## src/hdl/vtp_pkg.sv

```systemverilog
// Purpose: shared constants and types of the voice tdm codec port
// Assumes: 16-bit word registers on the dsp side, 32 slots per frame
// Notes: all offsets are word indices on the dsp data bus
package vtp_pkg;

    // ----------------------------------------------------------------
    // timing
    // ----------------------------------------------------------------
    localparam int unsigned SYS_HZ = 200_000_000;
    localparam int unsigned BCLK_HZ = 2_048_000;
    // half bit period rounds down, so the clock is never slower
    localparam int unsigned HALF_DIV = SYS_HZ / (2 * BCLK_HZ);
    localparam logic [6:0] HALF_CNT = 7'(HALF_DIV - 1);
    localparam logic [7:0] FS_BITS = 8'h08;
    localparam int NCH = 4;
    localparam int FIFO_DEPTH = 8;

    // ----------------------------------------------------------------
    // register map
    // ----------------------------------------------------------------
    localparam logic [4:0] A_RESET = 5'h00;
    localparam logic [4:0] A_CFG = 5'h02;
    localparam logic [2:0] A_UP_SLOT = 3'h1;
    localparam logic [2:0] A_DN_SLOT = 3'h2;
    localparam logic [4:0] A_INT = 5'h0c;
    localparam logic [2:0] A_UP_PCM = 3'h4;
    localparam logic [2:0] A_DN_PCM = 3'h5;
    localparam logic [2:0] A_UP_LIN = 3'h6;
    localparam logic [2:0] A_DN_LIN = 3'h7;

    localparam int CFG_SRST = 0;
    localparam int CFG_LIN = 1;
    localparam int CFG_CLKSRC = 2;
    localparam int CFG_FSSRC = 3;
    localparam logic [3:0] CFG_RST = 4'h0;
    localparam int INT_OVR = 0;
    localparam logic [7:0] IDLE_BYTE = 8'hff;
    localparam logic [15:0] DATA_RST = 16'h0000;

    // ----------------------------------------------------------------
    // carriers
    // ----------------------------------------------------------------
    typedef struct packed {
        logic unread;
        logic [1:0] ch;
        logic [15:0] data;
    } vtp_smp_t;

    typedef struct packed {
        logic lin;
        logic [1:0] ch;
        logic [15:0] data;
    } vtp_dnwr_t;

endpackage

```

## src/hdl/vtp_port.sv

```systemverilog
// Purpose: four channel serial voice port with double buffered samples
// Assumes: one system clock; codec pins sampled through two flip-flops
// Notes: fifo in front of the downstream bank absorbs dsp write bursts
//
// What this block does
// - shift downstream bits out on ser_data_out, take upstream bits in
// - bit clock generated from master clock or taken in, per config
// - frame sync high during slot zero, generated or taken in
// - both directions share one bit counter, so frames stay aligned
// - all logic except the pin synchronisers and fifo storage is reset while hw_reset_n is low
// - exactly two interrupt outputs: overrun and frame sync
// - fully synchronous, no gated clocks, no latches
// - dsp bus side decoupled from the serial timing
// - software reset bit in the configuration register at 0x0002
// - linear bit selects companded 8-bit or 16-bit linear coding
// - two identical banks of four samples per direction
// - samples are 8 or 16 bits, plus channel number bits
// - banks swap at each frame start; dsp sees fixed addresses
// - internal time base builds the frame sync timing
// - programmable slot number per channel and direction
// - frame sync forwarded as the frame interrupt
// - companded storage is 8 sample bits plus 3 auxiliary bits
// - codec fills on-line upstream bank, dsp reads off-line one
// - unread upstream data at swap sets the overrun flag
// - linear: high byte in programmed slot, low byte in the next
// - downstream linear data reads 0x0000 after reset
`timescale 1ns/10ps

// ----------------------------------------------------------------------
// fifo
// ----------------------------------------------------------------------
module vtp_fifo #(
    parameter int W = 8,
    parameter int DEPTH = 8
) (
    input wire logic clk,
    input wire logic rst,
    input wire logic in_valid,
    output logic in_ready,
    input wire logic [W-1:0] in_data,
    output logic out_valid,
    input wire logic out_ready,
    output logic [W-1:0] out_data
);
    localparam int AW = $clog2(DEPTH);
    localparam int CW = $clog2(DEPTH + 1);
    localparam logic [CW-1:0] FULL = CW'(DEPTH);

    logic [W-1:0] mem [DEPTH];
    logic [AW-1:0] wp_r;
    logic [AW-1:0] rp_r;
    logic [CW-1:0] cnt_r;
    logic [CW-1:0] cnt_nxt;
    logic push;
    logic pop;

    assign push = in_valid && in_ready;
    assign pop = out_valid && out_ready;
    assign out_valid = (cnt_r != '0);
    assign out_data = mem[rp_r];

    always_comb begin
        cnt_nxt = cnt_r;
        if (push && !pop) begin
            cnt_nxt = cnt_r + CW'(1);
        end else if (pop && !push) begin
            cnt_nxt = cnt_r - CW'(1);
        end
    end

    always_ff @(posedge clk) begin
        if (rst) begin
            wp_r <= '0;
            rp_r <= '0;
            cnt_r <= '0;
            in_ready <= 1'b1;
        end else begin
            cnt_r <= cnt_nxt;
            in_ready <= (cnt_nxt != FULL);
            if (push) begin
                wp_r <= (wp_r == AW'(DEPTH - 1)) ? '0 : wp_r + AW'(1);
            end
            if (pop) begin
                rp_r <= (rp_r == AW'(DEPTH - 1)) ? '0 : rp_r + AW'(1);
            end
        end
    end

    always_ff @(posedge clk) begin
        if (push) begin
            mem[wp_r] <= in_data;
        end
    end
endmodule

// ----------------------------------------------------------------------
// port top
// ----------------------------------------------------------------------
module vtp_port (
    input wire logic sys_clk,
    input wire logic srst,
    input wire logic hw_reset_n,
    input wire logic bclk_i,
    output logic bclk_o,
    output logic bclk_oe,
    input wire logic frame_sync_pin_i,
    output logic frame_sync_pin_o,
    output logic frame_sync_pin_oe,
    output logic ser_data_out,
    input wire logic ser_data_in,
    input wire logic [4:0] x_addr,
    input wire logic x_rd,
    input wire logic x_wr,
    input wire logic [15:0] x_wdata,
    output logic [15:0] x_rdata,
    output logic x_wr_ready,
    output logic overrun_irq,
    output logic frame_irq
);
    import vtp_pkg::*;

    // 00 none, 10 high byte, 01 low byte of a channel in this slot
    function automatic logic [1:0] slot_part(logic [4:0] map,
                                             logic lin,
                                             logic [4:0] slot);
        slot_part = 2'b00;
        if (slot == map) begin
            slot_part = lin ? 2'b10 : 2'b01;
        end else if (lin && slot == 5'(map + 5'h01)) begin
            slot_part = 2'b01;
        end
    endfunction

    logic [1:0] hw_s;
    logic [1:0] bclk_s;
    logic [1:0] fs_s;
    logic [1:0] din_s;
    logic bclk_d;
    logic fs_d;
    logic core_rst;
    logic soft_r;
    logic [3:0] cfg_r;
    logic [4:0] up_map_r [NCH];
    logic [4:0] dn_map_r [NCH];
    vtp_smp_t up_bank_r [2][NCH];
    vtp_smp_t dn_bank_r [2][NCH];
    logic bank_r;
    logic bank_on;
    logic [6:0] div_r;
    logic gclk_r;
    logic rise;
    logic fall;
    logic fs_pend_r;
    logic [7:0] bit_r;
    logic [7:0] bit_nxt;
    logic frame_start;
    logic [7:0] tx_sh_r;
    logic [7:0] tx_byte;
    logic [7:0] rx_sh_r;
    logic [7:0] rx_byte;
    logic rx_done;
    logic ovr_r;
    logic unread_any;
    logic lin;
    logic rd_up;
    vtp_dnwr_t fifo_in;
    vtp_dnwr_t fifo_out;
    logic fifo_ovalid;
    logic fifo_oready;
    logic dn_push;

    // ------------------------------------------------------------------
    // pin synchronisers and reset
    // ------------------------------------------------------------------
    always_ff @(posedge sys_clk) begin
        hw_s <= {hw_s[0], hw_reset_n};
        bclk_s <= {bclk_s[0], bclk_i};
        fs_s <= {fs_s[0], frame_sync_pin_i};
        din_s <= {din_s[0], ser_data_in};
        bclk_d <= bclk_s[1];
        fs_d <= fs_s[1];
    end

    // hardware, software and bus reset all clear the datapath
    assign core_rst = srst || !hw_s[1] || soft_r;
    assign lin = cfg_r[CFG_LIN];

    // ------------------------------------------------------------------
    // configuration and slot maps
    // ------------------------------------------------------------------
    always_ff @(posedge sys_clk) begin
        if (srst || !hw_s[1]) begin
            soft_r <= 1'b0;
        end else begin
            // self-clearing: one cycle of reset for the datapath
            soft_r <= x_wr && x_wdata[CFG_SRST] &&
                      (x_addr == A_CFG || x_addr == A_RESET);
        end
    end

    always_ff @(posedge sys_clk) begin
        if (srst || !hw_s[1]) begin
            cfg_r <= CFG_RST;
        end else if (x_wr && x_addr == A_CFG) begin
            cfg_r <= {x_wdata[3:1], 1'b0};
        end
    end

    always_ff @(posedge sys_clk) begin
        if (core_rst) begin
            for (int i = 0; i < NCH; i++) begin
                up_map_r[i] <= 5'(i);
                dn_map_r[i] <= 5'(i);
            end
        end else if (x_wr && x_addr[4:2] == A_UP_SLOT) begin
            up_map_r[x_addr[1:0]] <= x_wdata[4:0];
        end else if (x_wr && x_addr[4:2] == A_DN_SLOT) begin
            dn_map_r[x_addr[1:0]] <= x_wdata[4:0];
        end
    end

    // ------------------------------------------------------------------
    // time base: bit clock, bit counter, frame sync
    // ------------------------------------------------------------------
    always_ff @(posedge sys_clk) begin
        if (core_rst) begin
            div_r <= '0;
            gclk_r <= 1'b0;
        end else if (div_r == HALF_CNT) begin
            div_r <= '0;
            gclk_r <= !gclk_r;
        end else begin
            div_r <= div_r + 7'h01;
        end
    end

    // all events are enables on sys_clk; no derived clock is used
    always_comb begin
        if (cfg_r[CFG_CLKSRC]) begin
            rise = (div_r == HALF_CNT) && !gclk_r;
            fall = (div_r == HALF_CNT) && gclk_r;
        end else begin
            rise = bclk_s[1] && !bclk_d;
            fall = !bclk_s[1] && bclk_d;
        end
        if (!cfg_r[CFG_FSSRC] && fs_pend_r) begin
            bit_nxt = '0;
        end else begin
            bit_nxt = bit_r + 8'h01;
        end
        frame_start = rise && (bit_nxt == '0);
        bank_on = frame_start ? !bank_r : bank_r;
    end

    always_ff @(posedge sys_clk) begin
        if (core_rst) begin
            fs_pend_r <= 1'b0;
        end else if (fs_s[1] && !fs_d) begin
            fs_pend_r <= 1'b1;
        end else if (rise) begin
            fs_pend_r <= 1'b0;
        end
    end

    // one counter serves both directions, keeping them frame aligned
    always_ff @(posedge sys_clk) begin
        if (core_rst) begin
            bit_r <= 8'hff;
            frame_sync_pin_o <= 1'b0;
            bank_r <= 1'b0;
        end else if (rise) begin
            bit_r <= bit_nxt;
            frame_sync_pin_o <= (bit_nxt < FS_BITS);
            if (frame_start) begin
                bank_r <= !bank_r;
            end
        end
    end

    always_ff @(posedge sys_clk) begin
        if (core_rst) begin
            bclk_oe <= 1'b0;
            frame_sync_pin_oe <= 1'b0;
            frame_irq <= 1'b0;
        end else begin
            bclk_oe <= cfg_r[CFG_CLKSRC];
            frame_sync_pin_oe <= cfg_r[CFG_FSSRC];
            frame_irq <= cfg_r[CFG_FSSRC] ? frame_sync_pin_o
                                          : fs_s[1];
        end
    end

    assign bclk_o = gclk_r;

    // ------------------------------------------------------------------
    // downstream serialiser
    // ------------------------------------------------------------------
    always_comb begin
        tx_byte = IDLE_BYTE;
        for (int i = 0; i < NCH; i++) begin
            case (slot_part(dn_map_r[i], lin, bit_nxt[7:3]))
                2'b10: tx_byte = dn_bank_r[bank_on][i].data[15:8];
                2'b01: tx_byte = dn_bank_r[bank_on][i].data[7:0];
                default: ;
            endcase
        end
    end

    always_ff @(posedge sys_clk) begin
        if (core_rst) begin
            ser_data_out <= 1'b1;
            tx_sh_r <= IDLE_BYTE;
        end else if (rise && bit_nxt[2:0] == 3'h0) begin
            ser_data_out <= tx_byte[7];
            tx_sh_r <= {tx_byte[6:0], 1'b0};
        end else if (rise) begin
            ser_data_out <= tx_sh_r[7];
            tx_sh_r <= {tx_sh_r[6:0], 1'b0};
        end
    end

    // ------------------------------------------------------------------
    // upstream deserialiser
    // ------------------------------------------------------------------
    assign rx_byte = {rx_sh_r[6:0], din_s[1]};
    assign rx_done = fall && (bit_r[2:0] == 3'h7);

    always_ff @(posedge sys_clk) begin
        if (core_rst) begin
            rx_sh_r <= '0;
        end else if (fall) begin
            rx_sh_r <= rx_byte;
        end
    end

    // ------------------------------------------------------------------
    // upstream banks and overrun
    // ------------------------------------------------------------------
    assign rd_up = x_rd && (x_addr[4:2] == A_UP_PCM ||
                            x_addr[4:2] == A_UP_LIN);

    always_comb begin
        unread_any = 1'b0;
        for (int i = 0; i < NCH; i++) begin
            unread_any = unread_any || up_bank_r[!bank_r][i].unread;
        end
    end

    always_ff @(posedge sys_clk) begin
        if (core_rst) begin
            for (int b = 0; b < 2; b++) begin
                for (int i = 0; i < NCH; i++) begin
                    up_bank_r[b][i] <= '{1'b0, 2'(i), DATA_RST};
                end
            end
        end else begin
            for (int i = 0; i < NCH; i++) begin
                if (frame_start) begin
                    // old off-line bank turns on-line and starts clean
                    up_bank_r[!bank_r][i].unread <= 1'b0;
                    up_bank_r[!bank_r][i].data <= DATA_RST;
                end else if (rd_up && x_addr[1:0] == 2'(i)) begin
                    up_bank_r[!bank_r][i].unread <= 1'b0;
                end
                if (rx_done) begin
                    case (slot_part(up_map_r[i], lin, bit_r[7:3]))
                        2'b10: begin
                            up_bank_r[bank_r][i].data[15:8] <= rx_byte;
                            up_bank_r[bank_r][i].unread <= 1'b1;
                        end
                        2'b01: begin
                            up_bank_r[bank_r][i].data[7:0] <= rx_byte;
                            up_bank_r[bank_r][i].unread <= 1'b1;
                        end
                        default: ;
                    endcase
                end
            end
        end
    end

    always_ff @(posedge sys_clk) begin
        if (core_rst) begin
            ovr_r <= 1'b0;
            overrun_irq <= 1'b0;
        end else begin
            // a new overrun beats a clear in the same cycle
            if (frame_start && unread_any) begin
                ovr_r <= 1'b1;
            end else if (x_wr && x_addr == A_INT && x_wdata[INT_OVR]) begin
                ovr_r <= 1'b0;
            end
            overrun_irq <= ovr_r;
        end
    end

    // ------------------------------------------------------------------
    // downstream write path through the fifo
    // ------------------------------------------------------------------
    assign dn_push = x_wr && (x_addr[4:2] == A_DN_PCM ||
                              x_addr[4:2] == A_DN_LIN);
    assign fifo_in = '{x_addr[3], x_addr[1:0], x_wdata};
    // draining stalls on every bit clock rise, so no write lands mid-swap
    assign fifo_oready = !rise;

    vtp_fifo #(
        .W($bits(vtp_dnwr_t)),
        .DEPTH(FIFO_DEPTH)
    ) u_dn_fifo (
        .clk(sys_clk),
        .rst(core_rst),
        .in_valid(dn_push),
        .in_ready(x_wr_ready),
        .in_data(fifo_in),
        .out_valid(fifo_ovalid),
        .out_ready(fifo_oready),
        .out_data(fifo_out)
    );

    always_ff @(posedge sys_clk) begin
        if (core_rst) begin
            for (int b = 0; b < 2; b++) begin
                for (int i = 0; i < NCH; i++) begin
                    dn_bank_r[b][i] <= '{1'b0, 2'(i), DATA_RST};
                end
            end
        end else if (fifo_ovalid && fifo_oready) begin
            // dsp always lands in the off-line bank, fixed address
            dn_bank_r[!bank_r][fifo_out.ch].data <= fifo_out.lin
                ? fifo_out.data
                : {8'h00, fifo_out.data[7:0]};
            dn_bank_r[!bank_r][fifo_out.ch].unread <= 1'b1;
        end
    end

    // ------------------------------------------------------------------
    // register read port
    // ------------------------------------------------------------------
    always_ff @(posedge sys_clk) begin
        if (core_rst) begin
            x_rdata <= '0;
        end else if (x_rd) begin
            x_rdata <= '0;
            case (x_addr[4:2])
                A_UP_SLOT: x_rdata <= {11'h000, up_map_r[x_addr[1:0]]};
                A_DN_SLOT: x_rdata <= {11'h000, dn_map_r[x_addr[1:0]]};
                A_UP_PCM: begin
                    // 8 sample bits plus unread flag and channel number
                    x_rdata <= {5'h00,
                        up_bank_r[!bank_r][x_addr[1:0]].unread,
                        up_bank_r[!bank_r][x_addr[1:0]].ch,
                        up_bank_r[!bank_r][x_addr[1:0]].data[7:0]};
                end
                A_DN_PCM: begin
                    x_rdata <= {5'h00,
                        dn_bank_r[!bank_r][x_addr[1:0]].unread,
                        dn_bank_r[!bank_r][x_addr[1:0]].ch,
                        dn_bank_r[!bank_r][x_addr[1:0]].data[7:0]};
                end
                A_UP_LIN: x_rdata <= up_bank_r[!bank_r][x_addr[1:0]].data;
                A_DN_LIN: x_rdata <= dn_bank_r[!bank_r][x_addr[1:0]].data;
                default: begin
                    if (x_addr == A_CFG) begin
                        x_rdata <= {12'h000, cfg_r};
                    end else if (x_addr == A_INT) begin
                        x_rdata <= {15'h0000, ovr_r};
                    end
                end
            endcase
        end
    end
endmodule

```

## config.mk

```make
export PLATFORM = sky130hd
export DESIGN_NAME = vtp_port
export DESIGN_NICKNAME = d
export VERILOG_FILES = /design/src/hdl/vtp_pkg.sv /design/src/hdl/vtp_port.sv
export SDC_FILE = /design/constraint.sdc
export NUM_CORES = 1
export LEC_CHECK = 0
export BUFFER_PORTS_ARGS = -buffer_cell sky130_fd_sc_hd__buf_2
export CAP_MARGIN = 10
export CORE_UTILIZATION = 63
export CTS_CLUSTER_DIAMETER = 200
export DETAILED_ROUTE_END_ITERATION = 16
export PLACE_DENSITY = 0.76
export SLEW_MARGIN = 10
export SYNTH_ARGS = -nofsm -noshare
export SYNTH_HDL_FRONTEND = slang
export SYNTH_HIERARCHICAL = 1
export SYNTH_SLANG_ARGS = --single-unit
export TNS_END_PERCENT = 20
```

## constraint.sdc

```tcl
create_clock -name sys_clk -period 5 [get_ports sys_clk]
set_clock_uncertainty 0.05 [all_clocks]
set_input_delay 0.25 -clock sys_clk [delete_from_list [all_inputs] [get_ports sys_clk]]
set_output_delay 0.25 -clock sys_clk [all_outputs]
set_load 0.005 [all_outputs]
```

==> flow_summary.toml, run 1 <==
[worst_setup_path]
r2r_start = "bit_r[3]"
cp-start-kind = "flop"
slowest_delay_ns = 0.57
crit_type = "flop to flop"
worst-path-buf-inv = 0
required_ns = 5.45
path_max_fanout = 9
regToRegSetupSlack_ns = 0.72
slowest_stage = "dfxtp_1"
cp_top_family = "simple AND/OR/NAND/NOR gates"
critPathCaptureType = "flop"
critPathArrivalTime_ns = 4.73
r2r_cells = 15
critical_path.cell_chain = "and3_1, nand4_1, xor2_1, nor2_1, xnor2_1, o211ai_1, o21ai_0, a41oi_1, ha_1, nand4b_1, nor2_1, o221ai_1, a31oi_1, a31o_1, nor4_1"
timing.rr.end = "tx_sh_r[2]"
crit_path_frequent_cell = "nor2_1"

[timing]
finalSetupTns_ns = 0
fin_crit_ns = 4.28
hold_viol = 0
slew_viol_final = 0
max_slew_margin_pct = 29.6
hold_slack_ns = 0.0467
rsz0062_at_grt = "no"
setup_violations = 0
max_slew.worst_pin.slew_ns = 1.06
finalCritPeriodShare_pct = 85.5
fmax_mhz = 234

[yosys]
yosysWarningCount = 6
ys_types = 92
seq_area_frac_synth_pct = 58.5
synth_edf_count = 456
syn_avg_cell_area_um2 = 13.1
syn_area_um2 = 26500
syn_nets = 2078
synth-async-reset-ratio_pct = 0
ys_ff_latch = 548
synth_cells = 2024
synth_flop_cell = "edfxtp_1"

[die]
io_pins = 53
initial_core_util_pct = 64.4
rows = 74
die_w_um = 207
design.die.area_um2 = 42900
die_y_um = 207
core-area_um2 = 41200

[routing]
wire_per_inst_um = 28.8
finalWirelength_um = 77200
drc_errors = 0
ant_nets = 0
vias_per_cell = 6.94
drt_first_iter_violations = 2524
firstDrtPassIters = 6
vias = 18600

[clocking]
cts-root-buf = "clkbuf_16"
tritoncts = "built"
clk-insertion-delay-late_ns = 0.64
cts.path.max_buffers = 3
cts.sinks = 548
cts_setup_buffers = 0
clk_pin_slew_ns = 0.06
cts_buffers = 56
htree_levels = 2

[place]
io_buffers = 52
dpl.hpwl_um = 51700
routabilityCongestion = 0.983
dpl_cell_area_um2 = 27500

[grt]
grt_max_degree = 54
grt_pass1_wl_um = 115000
antenna_found_initial = 1
overflow = 0
grt_util_all_layers_pct = 36.3
grt_pass1_vias = 18000

[power_and_ir_drop]
irDropWorstVdd_v = 0.000487
p_per_area_nw_per_um2 = 348
p_leak_nw = 10.6

[min_path]
hold_path_depth = 2
min_path_type = "input port to flop"
min_from = "x_addr[2]"
min_to = "soft_r"

[cells_and_area]
final_nets = 2159
drive_gt1_share_pct = 18.7
syn_to_final_growth_pct = 11.3
final_common_cell = "edfxtp_1"
fin_area_um2 = 29500
fillers = 2693
area.sequential_um2 = 15500
layout_common_cells = "edfxtp_1 (456), nor2_1 (177), nand2_1 (162)"
multi_input_area_um2 = 10300

[job]
drv_cap = 0

[status]
status = "finished clean"
## flip-flops by register name, indices dropped and copies added, names as in the netlist, 2 cells and up, named ones only
name             flops
bclk_s               2
bit_r                8
cfg_r                3
din_s                2
div_r                7
dn_bank_r          136
dn_map_r            20
fs_s                 2
hw_s                 2
rx_sh_r              7
tx_sh_r              8
u_dn_fifo/cnt_r      4
u_dn_fifo/mem      152
u_dn_fifo/rp_r       3
u_dn_fifo/wp_r       3
up_bank_r          136
up_map_r            20
x_rdata             16
## power by group
group	total [W]	leakage, nW	switching (W)	internal (W)
Sequential	0.00518	5.48	0.0000998	0.00508
Clock	0.00414	0.873	0.00181	0.00233
Combinational	0.000952	4.23	0.000611	0.000341
## Yosys cell counts (10+ instances only)
cell type | count | area share, %
edfxtp_1 | 456 | 52
nor2_1 | 182 | 2.6
nand2_1 | 162 | 2.3
mux4_2 | 115 | 9.8
and2_1 | 99 | 2.3
dfxtp_1 | 92 | 6.9
clkbuf_1 | 80 | 1.1
nand3_1 | 72 | 1.4
a21oi_1 | 58 | 1.1
and3_1 | 54 | 1.3
o21ai_0 | 47 | 0.89
xnor2_1 | 45 | 1.5
nor4_1 | 42 | 0.99
inv_1 | 37 | 0.52
nor3_1 | 36 | 0.68
mux2i_1 | 31 | 1.2
xor2_1 | 31 | 1.0
ha_1 | 25 | 1.2
nand4_1 | 22 | 0.52
buf_2 | 19 | 0.36
mux2_4 | 18 | 1.0
buf_1 | 17 | 0.24
nand2b_1 | 17 | 0.40
o211ai_1 | 15 | 0.42
o21ai_1 | 15 | 0.28
mux2_2 | 14 | 0.59
a22oi_1 | 12 | 0.34
a21o_1 | 10 | 0.28
a221oi_1 | 10 | 0.33
o31ai_1 | 10 | 0.28
## cell families (layout without fill, tap and decap cells)
kind of cell | count (synthesis) | after routing | share of synthesized area, %
compound gates | 271 | 271 | 7.12
mux | 194 | 194 | 13.7
buf+inv | 172 | 299 | 2.83
xor+xnor | 77 | 77 | 2.57
fa+ha+maj | 25 | 25 | 1.18
simple gates | 737 | 737 | 14.1
flops | 548 | 548 | 58.5
other cells | 0 | 1 | 0
## worst max-delay path by stage
stage                         start                   to  slack, ns  depth (start not counted)
after global placement     bit_r[3]           tx_sh_r[2]       0.97                         15
after CTS                  bit_r[3]           tx_sh_r[2]       0.84                         15
after floorplan           x_addr[2]  u_dn_fifo/mem[0][0]       0.92                          7
after detailed placement   bit_r[3]           tx_sh_r[2]       0.86                         15
after global routing       bit_r[3]           tx_sh_r[2]       0.51                         15
final                      bit_r[3]           tx_sh_r[2]       0.72                         15
## timing repair
item / in CTS / in global routing
hold buffers: 22 / 0
resized for setup: 0 / 0
endpoints found under the hold margin: 142 / 0
## area by class of cell
class | count | area share [%]
antenna | 1 | 0.00847
clock buffer | 82 | 5.28
clock inverter | 22 | 0.826
inverter | 46 | 0.584
multi-input combinational | 1304 | 34.9
sequential | 548 | 52.6
tap | 532 | 2.25
timing repair buffer | 149 | 3.54
## metal layers
layer | GRT usage [%] | wire length (µm)
met5 | 0 | 0
met2 | 56.6 | 35900
met4 | 15.9 | 3490
met1 | 50.6 | 29500
met3 | 6.79 | 8340
## through the flow
stage               cells  worst slack (ns)  utilization [%]  power, W
global route         2683             0.515             71.7    0.0105
finish               2684             0.725             71.7    0.0103
CTS                  2683             0.844             71.7    0.0103
floorplan            2024             0.917                -   0.00583
detailed placement   2557             0.864             66.8   0.00618
global placement     2557             0.966             66.8   0.00616
Power figures use the tool's default switching activity.
==> inputs of run 2 (changes only) <==
--- a/config.mk
+++ b/config.mk
@@ -10,10 +10,9 @@
 export CORE_UTILIZATION = 63
 export CTS_CLUSTER_DIAMETER = 200
 export DETAILED_ROUTE_END_ITERATION = 16
-export PLACE_DENSITY = 0.76
+export PLACE_DENSITY = 0.78
 export SLEW_MARGIN = 10
 export SYNTH_ARGS = -nofsm -noshare
 export SYNTH_HDL_FRONTEND = slang
-export SYNTH_HIERARCHICAL = 1
 export SYNTH_SLANG_ARGS = --single-unit
 export TNS_END_PERCENT = 20
==> run 2 against run 1 <==
Worst setup slack improved by 0.19 ns. Cell count fell by 3.1%. Utilization rose by 0.087 points. Count of clock-buffer cells in the layout fell by 15. Flip-flop and latch count did not move. Highest routed layer unchanged.
==> flow_summary.toml, run 2 <==
[cells_and_area]
syn_to_final_growth_pct = 11.3
layout_common_cells = "edfxtp_1 (456), nor2_1 (195), nand2_1 (151)"
max_flop_register = "u_dn_fifo.mem"
final_nets = 2082
fin_cells = 2601
drive_gt1_share_pct = 18.8
reg_top3 = "u_dn_fifo.mem: 152 flops, dn_bank_r: 136 flops, up_bank_r: 136 flops"
utilization_pct = 71.8
final_common_cell = "edfxtp_1"
largest_reg_flops = 152
fillers = 2601

[timing]
setup_violations = 0
fmax_mhz = 245
max_slew.worst_pin.slew_ns = 1.17
slew_viol_final = 0
fin_crit_ns = 4.09
finalCritPeriodShare_pct = 81.8
finalSetupTns_ns = 0
hold_viol = 0
rsz0062_at_grt = "no"
max_slew_margin_pct = 20.0

[die]
core-area_um2 = 40200
die_y_um = 205
io_pins = 53
initial_core_util_pct = 64.5
rows = 73
die_w_um = 205
design.die.area_um2 = 42000

[grt]
grt_util_all_layers_pct = 33.9
overflow = 0
grt_pass1_vias = 17400
antenna_found_initial = 1
grt_max_degree = 88
grt_pass1_wl_um = 105000

[routing]
vias = 17700
wire_per_inst_um = 26.6
firstDrtPassIters = 6
vias_per_cell = 6.80
drt_first_iter_violations = 2105
ant_nets = 0
finalWirelength_um = 69300
drc_errors = 0

[clocking]
cts_buffers = 55
clk-insertion-delay-late_ns = 0.61
cts-root-buf = "clkbuf_16"
cts.sinks = 548
htree_levels = 2
cts.path.max_buffers = 3
clk_pin_slew_ns = 0.06
tritoncts = "built"

[worst_setup_path]
cp-start-kind = "flop"
crit_type = "flop to flop"
path_max_fanout = 12
critPathArrivalTime_ns = 4.53
critPathCaptureType = "flop"
required_ns = 5.45

[min_path]
min_path_type = "input port to flop"

[power_and_ir_drop]
switching_power_w = 0.00249
comb_power_share_pct = 9.5
p_clk_share_pct = 39.8
intPower_w = 0.00776
p_leak_nw = 10.5
irDropWorstVdd_v = 0.000348
power_frac_seq_pct = 50.8
swShare_pct = 24.3
p_per_area_nw_per_um2 = 355

[place]
dpl.cell_count = 2474
dpl.hpwl_um = 45500
routabilityCongestion = 0.914
io_buffers = 52

[yosys]
syn_area_um2 = 25900
syn_avg_cell_area_um2 = 13.3
synth_edf_count = 456
synth_top_area_share_pct = 52.8
synth_flop_cell = "edfxtp_1"
synth-async-reset-ratio_pct = 0
synth_top_cells_by_count = "edfxtp_1 (456), nor2_1 (199), nand2_1 (151)"
syn_nets = 2010
synth_cells = 1956
synth_top_cells_by_area = "edfxtp_1 (53%), mux4_2 (11%), dfxtp_1 (7.1%), nor2_1 (2.9%), and2_1 (2.5%)"
synth_top_area_cell = "edfxtp_1"
post-synth-top-count-cell = "edfxtp_1"
ys_ff_latch = 548
ys_types = 79
seq_area_frac_synth_pct = 59.9
yosysWarningCount = 0

[job]
drv_cap = 0

[status]
status = "finished clean"
[run 2: cell count changes in the layout (fill, tap and decap cells not counted), moves of 14 or more]
cell     before  now
o22ai_1       6   20
o21ai_1      17    2
mux2_4       18    3
mux2_2       14   30
nor2_1      177  195
mux2i_1      31   46
nor4_1       40    9
[run 2: kinds of logic (layout without fill, tap and decap cells)]
logic type	count (synthesis)	after routing	share of synthesized area [%]
adders and majority gates	25	25	1.21
AOI/OAI and AO/OA	257	257	6.74
muxes	201	201	13.9
buffers and inverters	160	278	2.59
and+or+nand+nor	687	687	13.1
other	0	2	0
DFF	548	548	59.9
xor gates and xnor gates	78	78	2.64
[run 2: critical path, cell delays in order (launching register included)]
cell      delay [ns]
dfxtp_1         0.46
ha_1            0.30
ha_1            0.29
nand2b_1        0.16
o21ai_0         0.50
o211a_1         0.51
a21oi_2         0.14
nor2_4          0.36
buf_4           0.33
mux2_2          0.36
a221o_1         0.33
and4_1          0.20
[run 2: worst paths after layout]
| check | startpoint | to | slack (ns) | cells past startpoint |
|---|---|---|---|---|
| hold / removal | x_wdata[0] | u_dn_fifo.mem[2][0] | 0.07 | 1 |
| setup / recovery | bit_r[0] | tx_sh_r[6] | 0.91 | 11 |
| setup reg to reg | bit_r[0] | tx_sh_r[6] | 0.91 | 11 |
| hold reg to reg | hw_s[0] | hw_s[1] | 0.28 | 0 |
[run 2: final cells by class]
type,instances,area (µm²),area share [%]
timing repair buffer,138,976,3.38
clock inverter,36,310,1.08
sequential,548,15500,53.9
tap,525,657,2.28
inverter,37,139,0.481
antenna,2,5.00,0.0173
multi-input combinational,1248,9770,33.8
clock buffer,67,1460,5.07
[run 2: power by group through the flow]
stage / Combinational, W / Sequential, W / Clock (W)
6_report: 0.000970 / 0.00521 / 0.00408
5_1_grt: 0.00103 / 0.00522 / 0.00427
4_1_cts: 0.000953 / 0.00520 / 0.00410
3_5_place_dp: 0.000930 / 0.00530 / 0
3_3_place_gp: 0.000905 / 0.00529 / 0
2_1_floorplan: 0.000650 / 0.00525 / 0
[run 2: metrics by stage]
step	instance area [µm²]	setup WS [ns]	hold slack, ns	power (W)
detailed placement	26900	0.968	0.265	0.00623
CTS	28800	0.962	0.0600	0.0103
floorplan	25900	1.39	0.228	0.00590
global placement	26900	1.08	0.261	0.00619
finish	28900	0.912	0.0695	0.0103
global route	28900	0.586	0.0602	0.0105
[run 2: routing by layer]
layer  vias up  track usage (%)  share of wire (%)  wire length [µm]
met5         -                0                  0                 0
met4         0             15.4                4.8              3350
met3       224             6.46                 10              7210
met2      1169             55.0                 48             33500
met1      8713             44.5                 36             25200
li1       7570                -                  -                 -
[run 2: repair_timing]
action	CTS	global route
resized for setup	0	0
endpoints found under the hold margin	130	0
setup buffers	0	0
hold buffers	22	0
